===== src/hw/encoder_fast_counter_two_pkg.sv =====
package encoder_fast_counter_two_pkg;

  // register offsets, one 16-bit register each
  localparam logic [4:0] OFS_ONE_SPEED_PERIOD = 5'h00;
  localparam logic [4:0] OFS_ONE_ERROR_ENABLE = 5'h01;
  localparam logic [4:0] OFS_COUNT_MODE = 5'h02;
  localparam logic [4:0] OFS_INDEX_ACTION = 5'h03;
  localparam logic [4:0] OFS_PRESET_LOAD = 5'h04;
  localparam logic [4:0] OFS_PRESET_LOW = 5'h05;
  localparam logic [4:0] OFS_PRESET_HIGH = 5'h06;
  localparam logic [4:0] OFS_PULSES_PER_REV = 5'h07;
  localparam logic [4:0] OFS_SPEED_FILTER_HZ = 5'h08;
  localparam logic [4:0] OFS_TWO_SPEED_PERIOD = 5'h09;
  localparam logic [4:0] OFS_TWO_ERROR_ENABLE = 5'h0a;
  localparam logic [4:0] OFS_CAPTURE_LOW = 5'h0b;
  localparam logic [4:0] OFS_CAPTURE_HIGH = 5'h0c;
  localparam logic [4:0] OFS_COUNT_LOW = 5'h0d;
  localparam logic [4:0] OFS_COUNT_HIGH = 5'h0e;
  localparam logic [4:0] OFS_REV_FRACTION = 5'h0f;
  localparam logic [4:0] OFS_REV_COUNT = 5'h10;
  localparam logic [4:0] OFS_SPEED_LOW = 5'h11;
  localparam logic [4:0] OFS_SPEED_HIGH = 5'h12;
  localparam logic [4:0] OFS_IRQ_STATUS = 5'h13;
  localparam logic [4:0] OFS_IRQ_MASK = 5'h14;

  // values after reset
  localparam logic [15:0] RST_SPEED_PERIOD = 16'h000a;
  localparam logic [15:0] RST_PULSES_PER_REV = 16'h0400;
  localparam logic [15:0] RST_SPEED_FILTER_HZ = 16'h01f4;

  // interrupt status bit positions
  localparam int IRQ_INDEX = 0;
  localparam int IRQ_PRESET = 1;
  localparam int IRQ_ONE_LOSS = 2;
  localparam int IRQ_TWO_LOSS = 3;
  localparam int IRQ_SPEED = 4;
  localparam int IRQ_BITS = 5;

  // timing: speed period counts in ticks of 0.1 ms
  localparam int CLK_HZ = 100_000_000;
  localparam int TICK_NS = 100_000;
  localparam int TICK_CYCLES = (CLK_HZ / 1_000_000) * TICK_NS / 1000;
  localparam int LOSS_TIME_NS = 10_000;
  localparam int LOSS_CYCLES = (CLK_HZ / 1_000_000) * LOSS_TIME_NS / 1000;

  // filter gain per hertz in q16: 2*pi*tick*65536
  localparam logic [16:0] FILTER_GAIN_Q16 = 17'h00029;
  localparam logic [16:0] FILTER_ONE_Q16 = 17'h10000;

  typedef enum logic [1:0] {MODE_OFF, MODE_QUAD, MODE_PULSE_DIR, MODE_UP_DOWN} count_mode_t;

  typedef enum logic [2:0] {
    IDX_NONE, IDX_CLEAR, IDX_CAP_TWO_RISE, IDX_CAP_TWO_FALL, IDX_CAP_ONE_RISE, IDX_CAP_ONE_FALL
  } index_action_t;

  typedef enum logic [1:0] {ERR_OFF, ERR_ALARM, ERR_FAULT} error_mode_t;

  typedef struct packed {
    logic channel_a;
    logic channel_a_n;
    logic channel_b;
    logic channel_b_n;
    logic index;
    logic index_n;
  } enc_inputs_t;

endpackage


===== src/hw/step_decoder.sv =====
`timescale 1ns/1ps
module step_decoder
  import encoder_fast_counter_two_pkg::*;
(
  // clock and reset
  input wire logic core_clk,
  input wire logic resetn,
  // mode and channels
  input count_mode_t mode,
  input wire logic chan_a,
  input wire logic chan_b,
  // one-cycle steps
  output logic step_up,
  output logic step_down
);
  logic prev_a;
  logic prev_b;
  logic quad_up;
  logic quad_down;

  // a leading b counts up; a double change is a lost state and is ignored
  assign quad_up = (chan_a ^ prev_b) & ~(chan_b ^ prev_a);
  assign quad_down = (chan_b ^ prev_a) & ~(chan_a ^ prev_b);

  always_ff @(posedge core_clk)
  begin
    if (!resetn)
    begin
      prev_a <= 1'b0;
      prev_b <= 1'b0;
    end
    else
    begin
      prev_a <= chan_a;
      prev_b <= chan_b;
    end
  end

  always_ff @(posedge core_clk)
  begin
    if (!resetn)
    begin
      step_up <= 1'b0;
      step_down <= 1'b0;
    end
    else
    begin
      case (mode)
        MODE_QUAD:
        begin
          step_up <= quad_up;
          step_down <= quad_down;
        end
        MODE_PULSE_DIR:
        begin
          step_up <= chan_a & ~prev_a & chan_b;
          step_down <= chan_a & ~prev_a & ~chan_b;
        end
        MODE_UP_DOWN:
        begin
          // simultaneous pulses cancel
          step_up <= chan_a & ~prev_a & ~(chan_b & ~prev_b);
          step_down <= chan_b & ~prev_b & ~(chan_a & ~prev_a);
        end
        default:
        begin
          step_up <= 1'b0;
          step_down <= 1'b0;
        end
      endcase
    end
  end
endmodule // step_decoder


===== src/hw/speed_lowpass.sv =====
`timescale 1ns/1ps
module speed_lowpass
  import encoder_fast_counter_two_pkg::*;
(
  // clock and reset
  input wire logic core_clk,
  input wire logic resetn,
  // raw estimate, sampled once per tick
  input wire logic sample,
  input wire logic signed [31:0] raw,
  input wire logic [15:0] cutoff_hz,
  // smoothed estimate
  output logic signed [31:0] filtered
);
  logic [16:0] alpha;
  logic [32:0] scaled;
  logic signed [32:0] diff;
  logic signed [50:0] prod;

  // above about 1.6 khz the gain saturates and the stage passes raw speed
  assign scaled = {17'h00000, (cutoff_hz == 16'h0000) ? 16'h0001 : cutoff_hz} * 
                  {16'h0000, FILTER_GAIN_Q16};
  assign alpha = (scaled > {16'h0000, FILTER_ONE_Q16}) ? FILTER_ONE_Q16 : scaled[16:0];
  assign diff = {raw[31], raw} - {filtered[31], filtered};
  assign prod = diff * $signed({1'b0, alpha});

  always_ff @(posedge core_clk)
  begin
    if (!resetn)
      filtered <= 32'sh00000000;
    else if (sample)
      filtered <= filtered + prod[47:16];
  end
endmodule // speed_lowpass


===== src/hw/encoder_fast_counter_two.sv =====
`timescale 1ns/1ps
// Contract
// - counter two count mode is set 0 to 3, zero after reset.
// - modes: off, quadrature, pulse with direction, up on a and down on b.
// - index two edges clear the counter or capture counter two or one.
// - captured values read back through a low and a high result register.
// - only a rising edge of the load bit copies the preset into counter two.
// - preset is built from a low and a high 16-bit half.
// - pulses per revolution, 0 to 65535, 1024 after reset, scales position.
// - speed filter cut-off 1 to 4000 hz, 500 hz after reset; above about 1.6 khz the stage passes raw speed.
// - the speed filter is a first-order low-pass stage.
// - speed is position difference over a 0.1 to 100 ms period, 1 ms default.
// - signal loss on input one gives nothing, an alarm or a fault.
// - input two has its own loss supervision, same coding, zero after reset.
module encoder_fast_counter_two
  import encoder_fast_counter_two_pkg::*;
#(
  parameter int TICK_LEN = TICK_CYCLES
)
(
  // clock and reset
  input wire logic core_clk,
  input wire logic resetn,
  // register port
  input wire logic [4:0] reg_addr,
  input wire logic [15:0] reg_wdata,
  input wire logic reg_wr,
  input wire logic reg_rd,
  output logic [15:0] reg_rdata,
  // encoder inputs
  input encoder_fast_counter_two_pkg::enc_inputs_t enc_one_in,
  input encoder_fast_counter_two_pkg::enc_inputs_t enc_two_in,
  input wire logic [31:0] counter_one_value,
  // results
  output logic [31:0] counter_two_value,
  output logic signed [31:0] counter_two_speed,
  output logic signed [31:0] counter_one_speed,
  // supervision and interrupt
  output logic enc_one_alarm,
  output logic enc_one_fault,
  output logic enc_two_alarm,
  output logic enc_two_fault,
  output logic irq
);
  import encoder_fast_counter_two_pkg::*;

  function automatic logic pair_lost(input enc_inputs_t e);
    return (e.channel_a == e.channel_a_n) | (e.channel_b == e.channel_b_n) |
           (e.index == e.index_n);
  endfunction

  function automatic logic [15:0] eff_period(input logic [15:0] p);
    return (p == 16'h0000) ? 16'h0001 : p;
  endfunction

  logic [15:0] counter_one_speed_period, counter_two_speed_period;
  logic [15:0] counter_two_preset_low, counter_two_preset_high;
  logic [15:0] counter_two_pulses_per_rev, counter_two_speed_filter_hz;
  logic [15:0] index_capture_result_low, index_capture_result_high;
  logic [1:0] input_one_signal_error_enable, input_two_signal_error_enable;
  count_mode_t counter_two_count_mode;
  logic [2:0] counter_two_index_action;
  logic counter_two_preset_load;
  logic [IRQ_BITS-1:0] irq_status, irq_mask, irq_events;

  logic load_prev, index_prev, step_up, step_down, tick, one_end, two_end, wr_hit;
  logic load_edge, index_rise, index_fall, index_event, cap_two, cap_one, do_clear;
  logic [15:0] rev_fraction, rev_count, one_period_cnt, two_period_cnt;
  logic [31:0] tick_cnt, one_last_pos, two_last_pos;
  logic signed [31:0] two_raw_speed;
  logic [15:0] loss_cnt [2];
  logic [1:0] loss_now, loss_prev, loss_level;

  assign wr_hit = reg_wr;
  assign load_edge = counter_two_preset_load & ~load_prev;
  assign index_rise = enc_two_in.index & ~index_prev;
  assign index_fall = ~enc_two_in.index & index_prev;
  assign do_clear = (counter_two_index_action == IDX_CLEAR) & index_rise;
  assign cap_two = ((counter_two_index_action == IDX_CAP_TWO_RISE) & index_rise) |
                   ((counter_two_index_action == IDX_CAP_TWO_FALL) & index_fall);
  assign cap_one = ((counter_two_index_action == IDX_CAP_ONE_RISE) & index_rise) |
                   ((counter_two_index_action == IDX_CAP_ONE_FALL) & index_fall);
  assign index_event = do_clear | cap_two | cap_one;
  assign one_end = tick & (one_period_cnt >= eff_period(counter_one_speed_period) - 16'h0001);
  assign two_end = tick & (two_period_cnt >= eff_period(counter_two_speed_period) - 16'h0001);

  step_decoder u_step_decoder (
    .core_clk (core_clk),
    .resetn (resetn),
    .mode (counter_two_count_mode),
    .chan_a (enc_two_in.channel_a),
    .chan_b (enc_two_in.channel_b),
    .step_up (step_up),
    .step_down (step_down)
  );

  speed_lowpass u_speed_lowpass (
    .core_clk (core_clk),
    .resetn (resetn),
    .sample (tick),
    .raw (two_raw_speed),
    .cutoff_hz (counter_two_speed_filter_hz),
    .filtered (counter_two_speed)
  );

  // software writes
  always_ff @(posedge core_clk)
  begin
    if (!resetn)
    begin
      counter_one_speed_period <= RST_SPEED_PERIOD;
      input_one_signal_error_enable <= 2'h0;
      counter_two_count_mode <= MODE_OFF;
      counter_two_index_action <= 3'h0;
      counter_two_preset_load <= 1'b0;
      counter_two_preset_low <= 16'h0000;
      counter_two_preset_high <= 16'h0000;
      counter_two_pulses_per_rev <= RST_PULSES_PER_REV;
      counter_two_speed_filter_hz <= RST_SPEED_FILTER_HZ;
      counter_two_speed_period <= RST_SPEED_PERIOD;
      input_two_signal_error_enable <= 2'h0;
      irq_mask <= '0;
    end
    else if (wr_hit)
    begin
      case (reg_addr)
        OFS_ONE_SPEED_PERIOD: counter_one_speed_period <= reg_wdata;
        OFS_ONE_ERROR_ENABLE: input_one_signal_error_enable <= reg_wdata[1:0];
        OFS_COUNT_MODE: counter_two_count_mode <= count_mode_t'(reg_wdata[1:0]);
        OFS_INDEX_ACTION: counter_two_index_action <= reg_wdata[2:0];
        OFS_PRESET_LOAD: counter_two_preset_load <= reg_wdata[0];
        OFS_PRESET_LOW: counter_two_preset_low <= reg_wdata;
        OFS_PRESET_HIGH: counter_two_preset_high <= reg_wdata;
        OFS_PULSES_PER_REV: counter_two_pulses_per_rev <= reg_wdata;
        OFS_SPEED_FILTER_HZ: counter_two_speed_filter_hz <= reg_wdata;
        OFS_TWO_SPEED_PERIOD: counter_two_speed_period <= reg_wdata;
        OFS_TWO_ERROR_ENABLE: input_two_signal_error_enable <= reg_wdata[1:0];
        OFS_IRQ_MASK: irq_mask <= reg_wdata[IRQ_BITS-1:0];
        default: ;
      endcase
    end
  end

  // edge history of the load bit and the index
  always_ff @(posedge core_clk)
  begin
    load_prev <= resetn & counter_two_preset_load;
    index_prev <= resetn & enc_two_in.index;
  end

  // counter two: load beats index clear beats counting
  always_ff @(posedge core_clk)
  begin
    if (!resetn)
      counter_two_value <= 32'h00000000;
    else if (load_edge)
      counter_two_value <= {counter_two_preset_high, counter_two_preset_low};
    else if (do_clear)
      counter_two_value <= 32'h00000000;
    else if (step_up)
      counter_two_value <= counter_two_value + 32'h00000001;
    else if (step_down)
      counter_two_value <= counter_two_value - 32'h00000001;
  end

  // revolution scaling restarts whenever the count jumps
  always_ff @(posedge core_clk)
  begin
    if (!resetn || load_edge || do_clear)
    begin
      rev_fraction <= 16'h0000;
      rev_count <= 16'h0000;
    end
    else if (step_up)
    begin
      if (rev_fraction + 16'h0001 >= counter_two_pulses_per_rev)
      begin
        rev_fraction <= 16'h0000;
        rev_count <= rev_count + 16'h0001;
      end
      else
        rev_fraction <= rev_fraction + 16'h0001;
    end
    else if (step_down)
    begin
      if (rev_fraction == 16'h0000)
      begin
        rev_fraction <= (counter_two_pulses_per_rev == 16'h0000) ? 16'h0000 :
                        counter_two_pulses_per_rev - 16'h0001;
        rev_count <= rev_count - 16'h0001;
      end
      else
        rev_fraction <= rev_fraction - 16'h0001;
    end
  end

  // index capture
  always_ff @(posedge core_clk)
  begin
    if (!resetn)
    begin
      index_capture_result_low <= 16'h0000;
      index_capture_result_high <= 16'h0000;
    end
    else if (cap_two)
    begin
      index_capture_result_low <= counter_two_value[15:0];
      index_capture_result_high <= counter_two_value[31:16];
    end
    else if (cap_one)
    begin
      index_capture_result_low <= counter_one_value[15:0];
      index_capture_result_high <= counter_one_value[31:16];
    end
  end

  // 0.1 ms tick
  always_ff @(posedge core_clk)
  begin
    if (!resetn || tick_cnt >= 32'(TICK_LEN - 1))
      tick_cnt <= 32'h00000000;
    else
      tick_cnt <= tick_cnt + 32'h00000001;
    tick <= resetn && (tick_cnt >= 32'(TICK_LEN - 1));
  end

  // speed windows; a shortened period takes effect at the next tick
  always_ff @(posedge core_clk)
  begin
    if (!resetn)
    begin
      one_period_cnt <= 16'h0000;
      one_last_pos <= 32'h00000000;
      counter_one_speed <= 32'sh00000000;
    end
    else if (one_end)
    begin
      one_period_cnt <= 16'h0000;
      one_last_pos <= counter_one_value;
      counter_one_speed <= $signed(counter_one_value - one_last_pos);
    end
    else if (tick)
      one_period_cnt <= one_period_cnt + 16'h0001;
  end

  always_ff @(posedge core_clk)
  begin
    if (!resetn)
    begin
      two_period_cnt <= 16'h0000;
      two_last_pos <= 32'h00000000;
      two_raw_speed <= 32'sh00000000;
    end
    else if (two_end)
    begin
      two_period_cnt <= 16'h0000;
      two_last_pos <= counter_two_value;
      two_raw_speed <= $signed(counter_two_value - two_last_pos);
    end
    else if (tick)
      two_period_cnt <= two_period_cnt + 16'h0001;
  end

  // loss must persist for a while so that edge skew does not trip it
  assign loss_now = {pair_lost(enc_two_in), pair_lost(enc_one_in)};

  always_ff @(posedge core_clk)
  begin
    if (!resetn)
    begin
      loss_cnt <= '{16'h0000, 16'h0000};
      {loss_level, loss_prev} <= 4'h0;
    end
    else
    begin
      loss_prev <= loss_level;
      for (int i = 0; i < 2; i++)
      begin
        if (!loss_now[i])
        begin
          loss_cnt[i] <= 16'h0000;
          loss_level[i] <= 1'b0;
        end
        else if (loss_cnt[i] >= 16'(LOSS_CYCLES - 1))
          loss_level[i] <= 1'b1;
        else
          loss_cnt[i] <= loss_cnt[i] + 16'h0001;
      end
    end
  end

  always_ff @(posedge core_clk)
  begin
    enc_one_alarm <= resetn & loss_level[0] &
                     (input_one_signal_error_enable == ERR_ALARM);
    enc_one_fault <= resetn & loss_level[0] &
                     (input_one_signal_error_enable == ERR_FAULT);
    enc_two_alarm <= resetn & loss_level[1] &
                     (input_two_signal_error_enable == ERR_ALARM);
    enc_two_fault <= resetn & loss_level[1] &
                     (input_two_signal_error_enable == ERR_FAULT);
  end

  // sticky status; a new event wins over a clear in the same cycle
  always_comb
  begin
    irq_events = '0;
    irq_events[IRQ_INDEX] = index_event;
    irq_events[IRQ_PRESET] = load_edge;
    irq_events[IRQ_ONE_LOSS] = loss_level[0] & ~loss_prev[0] &
                               (input_one_signal_error_enable != ERR_OFF);
    irq_events[IRQ_TWO_LOSS] = loss_level[1] & ~loss_prev[1] &
                               (input_two_signal_error_enable != ERR_OFF);
    irq_events[IRQ_SPEED] = two_end;
  end

  always_ff @(posedge core_clk)
  begin
    if (!resetn)
      irq_status <= '0;
    else if (wr_hit && reg_addr == OFS_IRQ_STATUS)
      irq_status <= (irq_status & ~reg_wdata[IRQ_BITS-1:0]) | irq_events;
    else
      irq_status <= irq_status | irq_events;
  end

  always_ff @(posedge core_clk)
    irq <= resetn && (|(irq_status & irq_mask));

  // read data the cycle after the strobe, zero otherwise
  always_ff @(posedge core_clk)
  begin
    if (!resetn || !reg_rd)
      reg_rdata <= 16'h0000;
    else
    begin
      case (reg_addr)
        OFS_ONE_SPEED_PERIOD: reg_rdata <= counter_one_speed_period;
        OFS_ONE_ERROR_ENABLE: reg_rdata <= {14'h0000, input_one_signal_error_enable};
        OFS_COUNT_MODE: reg_rdata <= {14'h0000, counter_two_count_mode};
        OFS_INDEX_ACTION: reg_rdata <= {13'h0000, counter_two_index_action};
        OFS_PRESET_LOAD: reg_rdata <= {15'h0000, counter_two_preset_load};
        OFS_PRESET_LOW: reg_rdata <= counter_two_preset_low;
        OFS_PRESET_HIGH: reg_rdata <= counter_two_preset_high;
        OFS_PULSES_PER_REV: reg_rdata <= counter_two_pulses_per_rev;
        OFS_SPEED_FILTER_HZ: reg_rdata <= counter_two_speed_filter_hz;
        OFS_TWO_SPEED_PERIOD: reg_rdata <= counter_two_speed_period;
        OFS_TWO_ERROR_ENABLE: reg_rdata <= {14'h0000, input_two_signal_error_enable};
        OFS_CAPTURE_LOW: reg_rdata <= index_capture_result_low;
        OFS_CAPTURE_HIGH: reg_rdata <= index_capture_result_high;
        OFS_COUNT_LOW: reg_rdata <= counter_two_value[15:0];
        OFS_COUNT_HIGH: reg_rdata <= counter_two_value[31:16];
        OFS_REV_FRACTION: reg_rdata <= rev_fraction;
        OFS_REV_COUNT: reg_rdata <= rev_count;
        OFS_SPEED_LOW: reg_rdata <= counter_two_speed[15:0];
        OFS_SPEED_HIGH: reg_rdata <= counter_two_speed[31:16];
        OFS_IRQ_STATUS: reg_rdata <= {{(16-IRQ_BITS){1'b0}}, irq_status};
        OFS_IRQ_MASK: reg_rdata <= {{(16-IRQ_BITS){1'b0}}, irq_mask};
        default: reg_rdata <= 16'h0000;
      endcase
    end
  end
endmodule // encoder_fast_counter_two


===== config.mk =====
export PLATFORM = sky130hd
export DESIGN_NAME = encoder_fast_counter_two
export DESIGN_NICKNAME = d
export VERILOG_FILES = /design/src/hw/encoder_fast_counter_two_pkg.sv /design/src/hw/step_decoder.sv /design/src/hw/speed_lowpass.sv /design/src/hw/encoder_fast_counter_two.sv
export SDC_FILE = /design/constraint.sdc
export NUM_CORES = 2
export LEC_CHECK = 0
export BUFFER_PORTS_ARGS = -buffer_cell sky130_fd_sc_hd__buf_2
export CAP_MARGIN = 15
export CORE_AREA = 2 2 384 386
export CTS_BUF_LIST = sky130_fd_sc_hd__clkbuf_4
export DETAILED_ROUTE_END_ITERATION = 8
export DIE_AREA = 0 0 386 388
export PLACE_DENSITY = 0.59
export SLEW_MARGIN = 10
export SYNTH_ARGS = -nofsm -noshare
export SYNTH_HDL_FRONTEND = slang
export SYNTH_HIERARCHICAL = 1
export SYNTH_SLANG_ARGS = --single-unit

===== constraint.sdc =====
create_clock -name core_clk -period 27 [get_ports core_clk]
set_input_delay 2.7 -clock core_clk [delete_from_list [all_inputs] [get_ports core_clk]]
set_output_delay 2.7 -clock core_clk [all_outputs]
set_load 0.01 [all_outputs]

==> results_dict.tcl <==
set metrics [dict create \
    hold_viol 0 \
    synth.most_common_cell "nand2_1" \
    holdBufCountCts 0 \
    synth-simple-area-share 0.184 \
    synth_area_sq_um 50700 \
    fin_worst_skew_ps 173 \
    syn2layout_area_growth_pct 9.87 \
    crit_type "flop to flop" \
    grt_max_degree 150 \
    ys_types 101 \
    synth_xor_area_frac 0.0586 \
    die_y_um 388 \
    fmax_mhz 66.5 \
    yosys_warnings 6 \
    fp.dieArea_sq_um 150000 \
    maxCapViolCount 0 \
    grt_antenna_before_repair 18 \
    rsz0062_at_grt "no" \
    io-pin-count 186 \
    drv_slew 0 \
    worst_slew_pin_slew_ps 1270 \
    startpoint_type "flop" \
    place_congestion 0.989 \
    status "finished clean" \
    root_buffer "clkbuf_4" \
    cts_sinks 500 \
    required_ps 27940 \
    drive_gt1_frac 0.0877 \
    core_area_sq_um 145000 \
    slew_headroom 0.155 \
    slowest_stage "a21oi_1" \
    worst_path_most_repeated_cell "fa_1" \
    syn_inst 6301 \
    cts_max_level 4 \
    port-buffer-count 185 \
    grt_pass1_wl_um 284000 \
    synthArstFlopShare 0 \
    ys.flop_type "dfxtp_1" \
    insertion_delay_ps 1200 \
    drc 0 \
    wl_per_cell_um 22.1 \
    slowest_delay_ps 870 \
    rows 140 \
    synthAdderAreaFrac 0.306 \
    initial_utilization 0.349 \
    post-route-period-util 0.557 \
    hold_depth 2 \
    synth_top_family_by_area "adder cells" \
    ctsLongestPathBuffers 3 \
    cts_setup_buffers 0 \
    clk_pin_slew_ps 70 \
    ys_seq_elements 500 \
    cts.repair.resized 0 \
    numCtsBuffers 142 \
    route.vias.total 46100 \
    stdcell_count 8487 \
    worstPathMaxFanout 37 \
    synth-compound-area-share 0.163 \
    nets 7454 \
    dp.cells 8235 \
    finalSetupTns_ps 0 \
    worstRegToRegCells 52 \
    finalSetupViolations 0 \
    first_pass_iters 9 \
    antenna_left 0 \
    synthTopCellsByArea "fa_1 21%, dfxtp_1 20%, ha_1 9.8%" \
    ys_top_cells_by_count "934 x nand2_1, 814 x inv_1, 559 x nor2_1, 527 x fa_1, 500 x dfxtp_1" \
    dp_hpwl_um 145000 \
    die_w_um 386 \
    synth_edf_count 0 \
    drtIter0Drc 4126 \
    synth_top_cell_by_area "fa_1" \
    routed_wl_um 188000 \
    routed_via_density 5.44 \
    cts_tree "done" \
    track_usage 0.250 \
    syn_avg_cell_area_sq_um 8.04 \
    seq_area_frac_synth 0.198 \
    crit_path_end_kind "flop" \
    yosysTopAreaCellShare 0.208 \
    grt_pass1_vias 45700 \
    period_minus_slack_ps 15040 \
    worst_hold_slack_ps 422 \
    arrival_ps 15990 \
    synthMuxAreaShare 0.00876 \
    grt_overflow 0 \
    utilization 0.383 \
    hp-class "flop to flop" \
]
==> layout make-up <==
class                           instances  area [sq um]
Fill cell                           15100         89500
Multi-Input combinational cell       4709         36600
Sequential cell                       500         10000
Inverter                              815          3070
Tap cell                             1917          2400
Timing Repair Buffer                  295          1750
Clock buffer                          199          1490
Clock inverter                         42           319
Antenna cell                           10          25.0
==> cells in the final DEF, fill, tap and decap left out, types with 24 or more instances in the layout <==
master      n
a211oi_1   45
a21o_1    109
a21oi_1   478
a221oi_1   61
a22o_1     34
a22oi_1    77
a31oi_1    43
and2_1     48
and3_1     51
buf_2     184
buf_4     111
clkbuf_4  199
clkinv_1   24
dfxtp_1   499
fa_1      527
ha_1      395
inv_1     812
mux2i_1    41
nand2_1   934
nand2b_1   46
nand3_1   134
nand4_1    52
nor2_1    555
nor2b_1    57
nor3_1     87
nor4_1     28
o21a_1     43
o21ai_0   176
or3_1      30
xnor2_1   205
xor2_1    133
==> kinds of logic after synthesis <==
| family | count (synthesis) |
|---|---|
| buffers and inverters | 1109 |
| adders and majority gates | 922 |
| DFF | 500 |
| and+or+nand+nor | 2110 |
| muxes | 44 |
| AOI/OAI and AO/OA | 1276 |
| other | 1 |
| xor gates and xnor gates | 339 |
==> worst max-delay path: cells and delay by family, from the launching register on <==
| family | cells | cell delay [ps] |
|---|---|---|
| muxes | 1 | 180 |
| and+or+nand+nor | 11 | 2820 |
| AOI/OAI and AO/OA | 19 | 5160 |
| adders and majority gates | 13 | 5240 |
| buffers and inverters | 7 | 800 |
| xor gates and xnor gates | 1 | 120 |
| DFF | 1 | 400 |
==> through the flow <==
step / instance area, sq um / setup WS [ps]
after global routing: 55700 / 11380
final: 55700 / 11960
after floorplan: 50700 / 14470
after global placement: 53800 / 12780
after CTS: 55600 / 12300
after detailed placement: 53800 / 12380
==> sequential cells by signal, indices dropped and copies added (netlist names), 32 cells and up <==
| signal | flops |
|---|---|
| one_last_pos | 32 |
| counter_one_speed | 32 |
| tick_cnt | 32 |
| counter_two_value | 32 |
| two_last_pos | 32 |
| u_speed_lowpass/filtered | 32 |
| loss_cnt | 32 |
| two_raw_speed | 32 |
==> routing by layer <==
metal,GRT usage,share of wire
met1,0.334,0.43
met2,0.384,0.44
met3,0.0587,0.090
met4,0.103,0.046
met5,0,0.00042
==> final timing paths <==
path | from | end | slack, ps
max reg2reg | counter_two_speed_filter_hz[14] | u_speed_lowpass/filtered[31] | 11960
max | counter_two_speed_filter_hz[14] | u_speed_lowpass/filtered[31] | 11960
min reg2reg | counter_two_preset_low[0] | counter_two_value[0] | 420
min | counter_two_preset_low[0] | counter_two_value[0] | 420
Power is not shown: default switching activity piles up to over one toggle a cycle in this logic, so the estimate is an artifact.
